==> src/shared/pmar_map.svh <==
`ifndef PMAR_MAP_SVH
`define PMAR_MAP_SVH

// byte offsets of the management register window
`define PMAR_OFS_CTRL_LO    12'h0510
`define PMAR_OFS_CTRL_HI    12'h0511
`define PMAR_OFS_PHY_SEL    12'h0512
`define PMAR_OFS_PHY_REG    12'h0513
`define PMAR_OFS_DATA_LO    12'h0514
`define PMAR_OFS_DATA_HI    12'h0515
`define PMAR_OFS_NET_ACC    12'h0516
`define PMAR_OFS_HOST_ACC   12'h0517

// bit positions within the 16-bit control/status word
`define PMAR_BIT_BUSY       15
`define PMAR_BIT_CMD_ERR    14
`define PMAR_BIT_RD_ERR     13
`define PMAR_BIT_CMD_HI     9
`define PMAR_BIT_CMD_LO     8
`define PMAR_BIT_LINK       2
`define PMAR_BIT_IF_CTRL    1
`define PMAR_BIT_WEN        0
// bit positions within the access-state bytes
`define PMAR_BIT_ACC        0
`define PMAR_BIT_FORCE      1

// reset values
`define PMAR_RST_BYTE       8'h00
`define PMAR_RST_FIELD5     5'h00
`define PMAR_RST_DATA       16'h0000
`define PMAR_RST_IF_CTRL    1'b1

`endif

==> src/shared/pmar_pkg.sv <==
package pmar_pkg;

    typedef enum logic [1:0] {
        PMAR_CMD_NONE  = 2'h0,
        PMAR_CMD_READ  = 2'h1,
        PMAR_CMD_WRITE = 2'h2,
        PMAR_CMD_RSVD  = 2'h3
    } pmar_cmd_e;

    // one byte-wide register access from either side
    typedef struct packed {
        logic        wr;
        logic        rd;
        logic [11:0] addr;
        logic [7:0]  wdata;
    } pmar_req_s;

    // request towards the serial management engine
    typedef struct packed {
        logic        valid;
        logic        write;
        logic [4:0]  phy_addr;
        logic [4:0]  reg_addr;
        logic [15:0] wdata;
    } pmar_phy_req_s;

endpackage

==> src/verilog/pmar_top.sv <==
// Overview of operation
// busy bit 15 high while command runs
// invalid or unenabled write sets error bit 14
// valid command or 00 clears command error
// failed read sets bit 13; register write clears; only writes to the control word bytes clear it here
// command 00 idle, 01 read, 10 write
// command write starts; read shows running command
// command field self-clears when busy falls
// writing 00 clears both error bits
// link detect reads 0 until configuration succeeds
// link enable latched only at first load
// interface control bit reads constant 1
// write enable reads 1 under host ownership
// write enable clears at frame start/access end; a same-cycle write still lands
// only current owner may write registers; the host access byte takes writes from either side, the network access byte from the network only
// writes ignored while busy; access-state byte writes still land
// five-bit register number used as target
// multi-byte registers little-endian
// host access bit selects owner
// network claim blocks host taking access
// phy_select_address is field plus offset
// write sends data; read loads data
`include "pmar_map.svh"

module pmar_top
    import pmar_pkg::*;
#(
    parameter int PHY_ADDR_OFFSET = 0
) (
    input  wire logic          mclk,
    input  wire logic          sys_rst,
    input  wire pmar_req_s     net_req,
    output logic [7:0]         net_rdata,
    input  wire pmar_req_s     host_req,
    output logic [7:0]         host_rdata,
    input  wire logic          sof_pulse,
    input  wire logic          host_access_end,
    input  wire logic          cfg_load_done,
    input  wire logic          cfg_load_ok,
    input  wire logic          cfg_link_detect_en,
    output pmar_phy_req_s      phy_req,
    input  wire logic          phy_done,
    input  wire logic          phy_read_fail,
    input  wire logic [15:0]   phy_rdata,
    output logic               link_detect_active
);

    if (PHY_ADDR_OFFSET < 0 || PHY_ADDR_OFFSET > 31) begin : g_chk
        $error("PHY_ADDR_OFFSET must fit in five bits");
    end

    localparam logic [4:0] OFS5 = 5'(PHY_ADDR_OFFSET);

    typedef enum {PMAR_ST_IDLE, PMAR_ST_WAIT} pmar_state_e;

    pmar_state_e    state,      next_state;
    pmar_cmd_e      cmd,        next_cmd;
    logic           cmd_err,    next_cmd_err;
    logic           rd_err,     next_rd_err;
    logic           wen,        next_wen;
    logic [4:0]     phy_sel,    next_phy_sel;
    logic [4:0]     phy_reg,    next_phy_reg;
    logic [15:0]    data,       next_data;
    logic           net_acc,    next_net_acc;
    logic           host_acc,   next_host_acc;
    logic           force_acc,  next_force_acc;
    logic           cfg_seen,   next_cfg_seen;
    logic           link,       next_link;
    logic [7:0]     next_net_rdata;
    logic [7:0]     next_host_rdata;
    pmar_phy_req_s  next_phy_req;

    logic           busy;
    logic           wen_eff;
    pmar_req_s      own;
    logic           own_wr;
    pmar_cmd_e      wr_cmd;

    always_comb begin
        busy    = (state != PMAR_ST_IDLE);
        wen_eff = host_acc | wen;
        own     = host_acc ? host_req : net_req;
        own_wr  = own.wr && !busy;
        wr_cmd  = pmar_cmd_e'(own.wdata[1:0]);
    end

    // byte view of the window, low byte at the low address
    function automatic logic [7:0] rd_byte(input logic [11:0] a);
        logic [7:0] r;
        r = `PMAR_RST_BYTE;
        case (a)
            `PMAR_OFS_CTRL_LO:  r = {OFS5, link, `PMAR_RST_IF_CTRL, wen_eff};
            `PMAR_OFS_CTRL_HI:  r = {busy, cmd_err, rd_err, 3'h0, cmd};
            `PMAR_OFS_PHY_SEL:  r = {3'h0, phy_sel};
            `PMAR_OFS_PHY_REG:  r = {3'h0, phy_reg};
            `PMAR_OFS_DATA_LO:  r = data[7:0];
            `PMAR_OFS_DATA_HI:  r = data[15:8];
            `PMAR_OFS_NET_ACC:  r = {7'h00, net_acc};
            `PMAR_OFS_HOST_ACC: r = {6'h00, force_acc, host_acc};
            default:            r = `PMAR_RST_BYTE;
        endcase
        return r;
    endfunction

    always_comb begin
        next_state      = state;
        next_cmd        = cmd;
        next_cmd_err    = cmd_err;
        next_rd_err     = rd_err;
        next_wen        = wen;
        next_phy_sel    = phy_sel;
        next_phy_reg    = phy_reg;
        next_data       = data;
        next_net_acc    = net_acc;
        next_host_acc   = host_acc;
        next_force_acc  = force_acc;
        next_cfg_seen   = cfg_seen;
        next_link       = link;
        next_phy_req    = phy_req;
        next_phy_req.valid = 1'b0;
        next_net_rdata  = net_req.rd ? rd_byte(net_req.addr) : net_rdata;
        next_host_rdata = host_req.rd ? rd_byte(host_req.addr) : host_rdata;

        // a write in the same cycle as frame start still lands
        if (sof_pulse || host_access_end) begin
            next_wen = 1'b0;
        end

        // ownership handshake; busy does not gate these
        if (net_req.wr && net_req.addr == `PMAR_OFS_NET_ACC && !host_acc) begin
            next_net_acc = net_req.wdata[`PMAR_BIT_ACC];
        end
        if (net_req.wr && net_req.addr == `PMAR_OFS_HOST_ACC) begin
            next_force_acc = net_req.wdata[`PMAR_BIT_FORCE];
        end
        if (host_req.wr && host_req.addr == `PMAR_OFS_HOST_ACC
                && !force_acc && !net_acc) begin
            next_host_acc = host_req.wdata[`PMAR_BIT_ACC];
        end
        if (force_acc) begin
            next_host_acc = 1'b0;
        end

        if (own_wr) begin
            case (own.addr)
                `PMAR_OFS_CTRL_LO: begin
                    next_rd_err = 1'b0;
                    if (!host_acc) begin
                        next_wen = own.wdata[`PMAR_BIT_WEN];
                    end
                end
                `PMAR_OFS_CTRL_HI: begin
                    next_rd_err = 1'b0;
                    case (wr_cmd)
                        PMAR_CMD_NONE: begin
                            next_cmd_err = 1'b0;
                        end
                        PMAR_CMD_READ, PMAR_CMD_WRITE: begin
                            if (wr_cmd == PMAR_CMD_WRITE && !wen_eff) begin
                                next_cmd_err = 1'b1;
                            end else begin
                                next_cmd_err = 1'b0;
                                next_cmd     = wr_cmd;
                                next_state   = PMAR_ST_WAIT;
                                next_phy_req.valid    = 1'b1;
                                next_phy_req.write    = (wr_cmd == PMAR_CMD_WRITE);
                                next_phy_req.phy_addr = 5'(phy_sel + OFS5);
                                next_phy_req.reg_addr = phy_reg;
                                next_phy_req.wdata    = data;
                            end
                        end
                        default: begin
                            next_cmd_err = 1'b1;
                        end
                    endcase
                end
                `PMAR_OFS_PHY_SEL: next_phy_sel = own.wdata[4:0];
                `PMAR_OFS_PHY_REG: next_phy_reg = own.wdata[4:0];
                `PMAR_OFS_DATA_LO: next_data[7:0] = own.wdata;
                `PMAR_OFS_DATA_HI: next_data[15:8] = own.wdata;
                default: ;
            endcase
        end

        case (state)
            PMAR_ST_IDLE: ;
            PMAR_ST_WAIT: begin
                if (phy_done) begin
                    if (cmd == PMAR_CMD_READ) begin
                        if (phy_read_fail) begin
                            next_rd_err = 1'b1;
                        end else begin
                            next_data = phy_rdata;
                        end
                    end
                    next_cmd   = PMAR_CMD_NONE;
                    next_state = PMAR_ST_IDLE;
                end
            end
            default: next_state = PMAR_ST_IDLE;
        endcase

        // only the first load after reset counts, good or bad
        if (cfg_load_done && !cfg_seen) begin
            next_cfg_seen = 1'b1;
            next_link     = cfg_load_ok & cfg_link_detect_en;
        end
    end

    always_ff @(posedge mclk) begin
        if (sys_rst) begin
            state              <= PMAR_ST_IDLE;
            cmd                <= PMAR_CMD_NONE;
            cmd_err            <= 1'b0;
            rd_err             <= 1'b0;
            wen                <= 1'b0;
            phy_sel            <= `PMAR_RST_FIELD5;
            phy_reg            <= `PMAR_RST_FIELD5;
            data               <= `PMAR_RST_DATA;
            net_acc            <= 1'b0;
            host_acc           <= 1'b0;
            force_acc          <= 1'b0;
            cfg_seen           <= 1'b0;
            link               <= 1'b0;
            net_rdata          <= `PMAR_RST_BYTE;
            host_rdata         <= `PMAR_RST_BYTE;
            phy_req            <= '0;
            link_detect_active <= 1'b0;
        end else begin
            state              <= next_state;
            cmd                <= next_cmd;
            cmd_err            <= next_cmd_err;
            rd_err             <= next_rd_err;
            wen                <= next_wen;
            phy_sel            <= next_phy_sel;
            phy_reg            <= next_phy_reg;
            data               <= next_data;
            net_acc            <= next_net_acc;
            host_acc           <= next_host_acc;
            force_acc          <= next_force_acc;
            cfg_seen           <= next_cfg_seen;
            link               <= next_link;
            net_rdata          <= next_net_rdata;
            host_rdata         <= next_host_rdata;
            phy_req            <= next_phy_req;
            link_detect_active <= next_link;
        end
    end
endmodule // pmar_top

==> config.mk <==
export PLATFORM = sky130hd
export DESIGN_NAME = pmar_top
export DESIGN_NICKNAME = d
export VERILOG_FILES = /design/src/shared/pmar_pkg.sv /design/src/verilog/pmar_top.sv
export VERILOG_INCLUDE_DIRS = /design/src /design/src/shared
export SDC_FILE = /design/constraint.sdc
export NUM_CORES = 1
export LEC_CHECK = 0
export ABC_CLOCK_PERIOD_IN_PS = 8250
export BUFFER_PORTS_ARGS = -buffer_cell sky130_fd_sc_hd__buf_4
export CORE_UTILIZATION = 58
export DETAILED_ROUTE_END_ITERATION = 16
export PLACE_DENSITY = 0.94
export RECOVER_POWER = 50
export SETUP_SLACK_MARGIN = 0.3
export SYNTH_ARGS = -nofsm -noshare
export SYNTH_HDL_FRONTEND = slang
export SYNTH_SLANG_ARGS = --single-unit
==> constraint.sdc <==
create_clock -name mclk -period 8.25 [get_ports mclk]
set_clock_uncertainty 0.15 [all_clocks]
set_input_delay 0.825 -clock mclk [delete_from_list [all_inputs] [get_ports mclk]]
set_output_delay 0.825 -clock mclk [all_outputs]
set_load 0.05 [all_outputs]
Yosys cells after proc, flatten, opt, wreduce, memory -nomap -nowiden
Cells that the tools add are included.

Muxes and demuxes: 35. Reduce and logical (&&, ||, !) cells: 27. Equal/unequal tests: 26. Bitwise operators: 6.

Operators by type and width (number): $eq A12 B11 Y1 const B (22); $mux W32 (5); $pmux W8 S8 (2); $mux W16 (5); $pmux W32 S2 (1); $eq A32 B1 Y1 const B (1); $logic_not A32 Y1 (1); $reduce_bool A32 Y1 (1); $mux W28 (1); $mux W22 (1); $mux W8 (2); $mux W2 (6); $mux W1 (11); $logic_and A1 B1 Y1 (9); $logic_not A1 Y1 (6); $reduce_and A2 Y1 (3); $reduce_or A2 Y1 (3); $eq A2 B1 Y1 const B (2); $not A1 Y1 (4); $reduce_and A4 Y1 (1); $reduce_or A4 Y1 (1); $eq A2 B2 Y1 const B (1); $logic_not A2 Y1 (1); $pmux W1 S2 (1); other kinds (3) (3).

Flip-flop bits (word level): 112. Bits of input ports: 69. Logic and storage cells: 114. Output and inout port bits: 45.

Logic depth before layout (Yosys ltp)
Gate-level depths: netlist (run 1).

Depth after elaboration: 9. Gate-level depth with buffers: 13. Depth with buffers taken out: 8.

Least setup slack after synthesis (run 1)
Ideal clock, no wire load.

Path kind: flip-flop to flip-flop. Start: register host_acc. End: register phy_req[17] in the netlist's numbering. Setup slack: 5066 ps. Setup time: 70 ps. Arrival time: 2963 ps. Path buffers: 5. Cell stages (with the launch flop): 14. Period minus slack after synthesis: 3184 ps. Required time: 8030 ps. Cell sequence: dfxtp_1 buf_2 buf_1 clkbuf_1 mux2i_1 inv_1 ha_1 or3b_2 nand2_1 a21o_2 clkbuf_1 clkbuf_1 o21ai_0 a21oi_1.

RTL lines: from (decl) (line pmar_top.sv:65) `logic host_acc, next_host_acc;`; from (signal assigned) (line pmar_top.sv:239) `host_acc <= next_host_acc;`; to (signal assigned) (line pmar_top.sv:245) `phy_req <= next_phy_req;`; to (decl) (line pmar_top.sv:41) `output pmar_phy_req_s phy_req,`.

==> results.py, run 1 <==
metrics = {
    "layout": {
        "antenna_cells": 0,
        "reg_top3": "state x32, phy_req x28, data x16",
        "fin_util_pct": 72.5,
        "area_growth_syn_to_layout_pct": 19.0,
        "drive_gt1_share_pct": 16.4,
        "largest_reg_flops": 32,
        "regMostFlops": "state",
        "layout.nets": 754,
    },
    "yosys": {
        "synth_cells": 567,
        "ys_types": 64,
        "yosysSeqAreaShare_pct": 43.9,
        "synth.largest_area_cell": "dfxtp_1",
        "ys.flop_type": "dfxtp_1",
        "synth_top_area_share_pct": 43.9,
        "synth_edf_count": 0,
        "synth_seq_cells": 112,
        "syn_avg_cell_area_um2": 9.01,
        "yosysWarnings": 0,
        "ys_async_sr_fraction_pct": 0,
        "synth_area_um2": 5110,
        "synth_area_leaders": "dfxtp_1, mux2i_1, a21oi_1",
    },
    "power": {
        "p_leak_nw": 2.14,
        "fin_total_pwr_mw": 0.948,
        "peakVddDrop_uv": 140,
        "power.density_nw_per_um2": 156,
    },
    "setup_path": {
        "worst_ep_arrival_time_ns": 4.87,
        "rrSetupSlack_ns": 4.83,
        "critPathSlowestCell": "clkbuf_1",
        "critPathLaunchType": "primary input",
        "max_stage_delay_ns": 2.42,
        "cp.required_ns": 8.37,
        "critPathBufInv": 1,
        "path_class": "primary input to register",
        "path_delay_family": "buffers and inverters",
        "path_max_fanout": 84,
        "endpoint_kind": "register",
        "path_cells": "clkbuf_1 -> nor2b_1 -> a221o_1",
    },
    "timing": {
        "finalCriticalPeriod_ns": 4.75,
        "setup-tns-final_ns": 0,
        "slew_viol_final": 85,
        "fin_crit_sh_pct": 57.6,
        "rsz0062_at_grt": "false",
        "setup_viol": 0,
        "tightest_slew_ns": 3.51,
        "final_hold_viol_count": 0,
        "relSlewSlack_pct": -134,
        "max_freq_ghz": 0.210,
    },
    "job": {
        "drv_cap": 1,
    },
    "min_path": {
        "worstHoldPathType": "register to register",
    },
    "global_routing": {
        "grt_usage_pct": 35.2,
        "grt-ovfl-total": 0,
        "grt_pass1_wl_um": 24100,
        "antenna_found_initial": 0,
        "grt_pass1_vias": 4757,
        "grt_max_degree": 85,
    },
    "place": {
        "dp_hpwl_um": 11300,
        "port_buffers": 113,
        "gp_congestion": 0.928,
    },
    "clock_tree": {
        "cts-hold-fix-buffers": 0,
        "clockBufferDepth": 2,
        "clk_pin_slew_worst_paths_ns": 0.11,
        "clock_latency_ns": 0.38,
        "cts_setup_buffers": 0,
        "cts_root_buffer": "clkbuf_8",
        "cts_tree": "yes",
        "cts_sinks": 112,
        "cts_buffers": 9,
        "postCtsResizedCells": 0,
        "htreeDepth": 3,
    },
    "die": {
        "row_count": 33,
        "fp.dieH_um": 95.9,
        "initial_utilization_pct": 60.9,
        "core-area_um2": 8380,
        "die_w_um": 95.9,
        "die-area_um2": 9190,
        "io_pins": 114,
    },
    "drt": {
        "first_pass_iters": 6,
        "drc": 0,
        "num_vias": 5078,
        "vias_per_cell": 6.40,
        "antenna_left": 0,
        "routedWlPerCell_um": 19.9,
        "drt_iter0_markers": 412,
        "wl_um": 15800,
    },
    "outcome": {
        "status": "complete, but fails checks",
        "violations": "max-capacitance violations, max-slew violations",
    },
}
per-stage QoR:
step	area, um^2	cells	hold slack, ns	setup slack, ns
2_1_floorplan	5220	597	0.295	5.07
3_3_place_gp	6050	777	0.287	4.64
3_5_place_dp	6050	777	0.303	4.53
4_1_cts	6250	793	0.329	4.90
5_1_grt	6080	793	0.353	3.17
6_report	6080	793	0.323	3.50
worst paths after layout:
path,cells past startpoint,start,end
worst min register to register,2,net_rdata[0],net_rdata[0]
worst max-delay path,3,sys_rst,data[1]
worst min-delay path,2,net_rdata[0],net_rdata[0]
worst max register to register,9,host_acc,phy_req[8]
synth_stat cells, types with 2 or more instances:
cell type and n:
or3_1 3, nand2_1 18, nor3_1 12, nand4b_1 5, o21ai_1 5, mux2i_1 30, dfxtp_1 112, o21ai_0 50
buf_6 2, o32ai_1 2, o22ai_1 6, mux2_2 5, a21oi_1 50, nor3b_1 4, a221oi_1 2, nand4_1 9
nor4b_1 5, a2111oi_0 16, nor3_2 2, inv_1 30, ha_1 2, nor4bb_1 2, a22oi_1 5, and4_1 4
or2_2 5, nor2_1 24, nor2b_1 12, a221o_1 16, buf_2 5, a211oi_1 2, nand3_1 39, clkbuf_1 31
mux4_2 2, nand2b_1 4, nor4_1 13, nand3b_1 4, a2111o_1 2
power by group:
part / internal, mW / switching (mW)
Clock: 0.118 / 0.207
Sequential: 0.549 / 0.00263
Combinational: 0.0328 / 0.0376
worst min-delay path, cell delays in order (launching register included):
cell and delay (ns):
dfxtp_1 0.34, nand2_1 0.05, o21ai_0 0.06
layout make-up:
type / instances / area (um^2)
clock buffer: 9 / 124
clock inverter: 7 / 73.8
fill: 703 / 2300
inverter: 30 / 113
multi-input combinational: 414 / 2700
sequential: 112 / 2240
tap: 105 / 131
timing repair buffer: 116 / 698
per-layer routing:
metal  GRT usage [%]  part of all wire [%]  vias to the layer above
li1                -                     -                     2311
met1            44.0                    39                     2411
met2            57.3                    47                      296
met3            8.14                    10                       60
met4            16.8                   3.8                        0
met5               0                     0                        -
cell usage in the layout (no fill, tap or decap), types with 5 or more instances in the layout:
cell,synthesis,layout
dfxtp_1,112,112
a22oi_1,5,5
mux2_2,5,5
nand4b_1,5,5
nor2b_1,12,12
clkbuf_1,31,46
conb_1,1,31
a2111oi_0,16,16
nor3_1,12,11
nor4_1,13,13
a221o_1,16,16
a21oi_1,50,49
nand3_1,39,39
nor2_1,24,24
buf_4,1,70
nand4_1,9,9
inv_1,30,30
o21ai_0,50,50
nand2_1,18,18
mux2i_1,30,30
o21ai_1,5,5
o22ai_1,6,6
nor4b_1,5,5
clkbuf_8,0,9
kinds of logic (layout without fill, tap and decap cells):
kind of cell	Yosys count	in the layout	share of synthesized area (%)
compound gates	164	164	20.8
fa+ha+maj	2	2	0.490
buf+inv	71	162	5.73
flops	112	112	43.9
mux	37	37	7.86
other cells	1	31	0.0734
simple gates	180	180	21.2
(Power assumes the default switching activity.)
==> inputs of run 2 (changes only) <==
Settings changed: ABC_CLOCK_PERIOD_IN_PS 8250 to 4250, CORE_UTILIZATION 58 to 49, PLACE_DENSITY 0.94 to 0.85.
Clock period 8.25 ns to 4.25 ns, I/O delays scaled along.
==> run 2 against run 1 <==
Flip-flop and latch count is the same. Critical path depth up 5. Non-clock buffer count increased by 4. Final area is 1.9% higher. The run now ends clean. Via count is 2.2% lower. Wire length is 2.0% lower. Register-to-register slack got worse by 3.8 ns. First-iteration DRC count up 29%. Utilization is 10 points lower. Sequential power is 94% higher. Die area is 18% higher.
==> results.py, run 2 (same netlist as run 1, synthesis figures left out) <==
metrics = {
    "min_path": {
        "min-delay-start": "phy_rdata[6]",
        "worstHoldPathType": "primary input to register",
    },
    "setup_path": {
        "endpoint_kind": "register",
        "worst_ep_arrival_time_ns": 3.32,
        "cp.required_ns": 4.40,
        "path_max_fanout": 29,
        "path_class": "register to register",
        "cp-startpoint": "host_acc",
        "critPathLaunchType": "register",
        "r2r_start": "host_acc",
    },
    "drt": {
        "vias_per_cell": 6.02,
        "routedWlPerCell_um": 18.8,
        "antenna_left": 0,
        "drc": 0,
        "num_vias": 4965,
        "wl_um": 15500,
        "drt_iter0_markers": 531,
        "first_pass_iters": 5,
    },
    "power": {
        "p_leak_nw": 2.19,
        "power.density_nw_per_um2": 317,
        "peakVddDrop_uv": 222,
        "fin_total_pwr_mw": 1.96,
    },
    "timing": {
        "fin_crit_sh_pct": 74.7,
        "setup_viol": 0,
        "slew_viol_final": 0,
        "rsz0062_at_grt": "false",
        "max_freq_ghz": 0.315,
        "relSlewSlack_pct": 34.4,
        "finalCriticalPeriod_ns": 3.18,
        "setup-tns-final_ns": 0,
        "final_hold_viol_count": 0,
        "tightest_slew_ns": 0.970,
    },
    "clock_tree": {
        "cts_buffers": 9,
        "clock_latency_ns": 0.38,
        "cts_root_buffer": "clkbuf_8",
        "cts-hold-fix-buffers": 0,
        "cts_tree": "yes",
        "clockBufferDepth": 2,
        "cts_setup_buffers": 0,
        "htreeDepth": 3,
        "postCtsResizedCells": 0,
        "cts_sinks": 112,
        "clk_pin_slew_worst_paths_ns": 0.11,
    },
    "layout": {
        "area_growth_syn_to_layout_pct": 21.2,
        "antenna_cells": 0,
        "regMostFlops": "state",
        "layout_commonest_cell": "dfxtp_1",
        "multi_input_area_um2": 2700,
        "reg_top3": "state x32, phy_req x28, data x16",
        "largest_reg_flops": 32,
        "final-seq-area_um2": 2240,
        "final_cell_mix": "dfxtp_1, buf_4, o21ai_0, a21oi_1, clkbuf_1",
        "layout.nets": 758,
        "fillerInstances": 911,
        "drive_gt1_share_pct": 17.1,
    },
    "global_routing": {
        "antenna_found_initial": 0,
        "grt_pass1_vias": 4719,
        "grt-ovfl-total": 0,
        "grt_pass1_wl_um": 24600,
        "grt_usage_pct": 28.7,
        "grt_max_degree": 85,
    },
    "die": {
        "row_count": 36,
        "core-area_um2": 9950,
        "initial_utilization_pct": 51.3,
        "io_pins": 114,
        "die_w_um": 104,
        "fp.dieH_um": 104,
        "die-area_um2": 10800,
    },
    "outcome": {
        "status": "complete, no violations",
    },
    "job": {
        "drv_cap": 0,
    },
    "place": {
        "gp_congestion": 0.984,
        "dp_hpwl_um": 11200,
        "port_buffers": 113,
    },
}
## run 2: critical path, stage by stage (launching register included)
cell and delay (ns):
dfxtp_1 0.76, mux2_2 0.47, inv_1 0.15, ha_1 0.21, or3b_2 0.47, nand2_1 0.15
a21o_2 0.42, o21ai_0 0.15, a21oi_1 0.17
## run 2: layout make-up
| cell class | instances | share of cell area, % |
|---|---|---|
| multi-input cells | 414 | 43.5 |
| inverters | 30 | 1.82 |
| flip-flops and latches | 112 | 36.2 |
| well taps | 133 | 2.69 |
| repair buffers | 120 | 11.8 |
| clock buffers | 10 | 2.22 |
| clock inverters | 6 | 1.74 |
## run 2: worst paths after layout
| kind | cells past startpoint | slack [ns] | to |
|---|---|---|---|
| max reg2reg | 8 | 1.07 | phy_req[0] |
| min reg2reg | 2 | 0.32 | net_rdata[7] |
| max | 8 | 1.07 | phy_req[0] |
| min | 2 | 0.12 | data[6] |
## run 2: per-stage QoR
stage	cell area (um^2)	cells	setup slack, ns	util (%)	hold slack, ns
after global routing	6190	825	0.919	62.2	0.115
after floorplan	5220	597	1.07	-	0.295
after CTS	6360	825	1.13	63.9	0.110
final	6190	825	1.07	62.2	0.121
after detailed placement	6120	809	1.18	61.5	0.298
after global placement	6120	809	1.21	61.5	0.294
## run 2: power by group
part	leakage [nW]	switching [mW]	internal [mW]	total (mW)
logic	1.15	0.0728	0.0641	0.137
registers	0.914	0.00522	1.07	1.07
clock network	0.124	0.388	0.364	0.751
## run 2: metal layers
layer,GRT usage [%],part of all wire (%)
met5,0,0
met4,12.2,2.9
met3,5.14,7.3
met2,46.4,47
met1,37.7,43
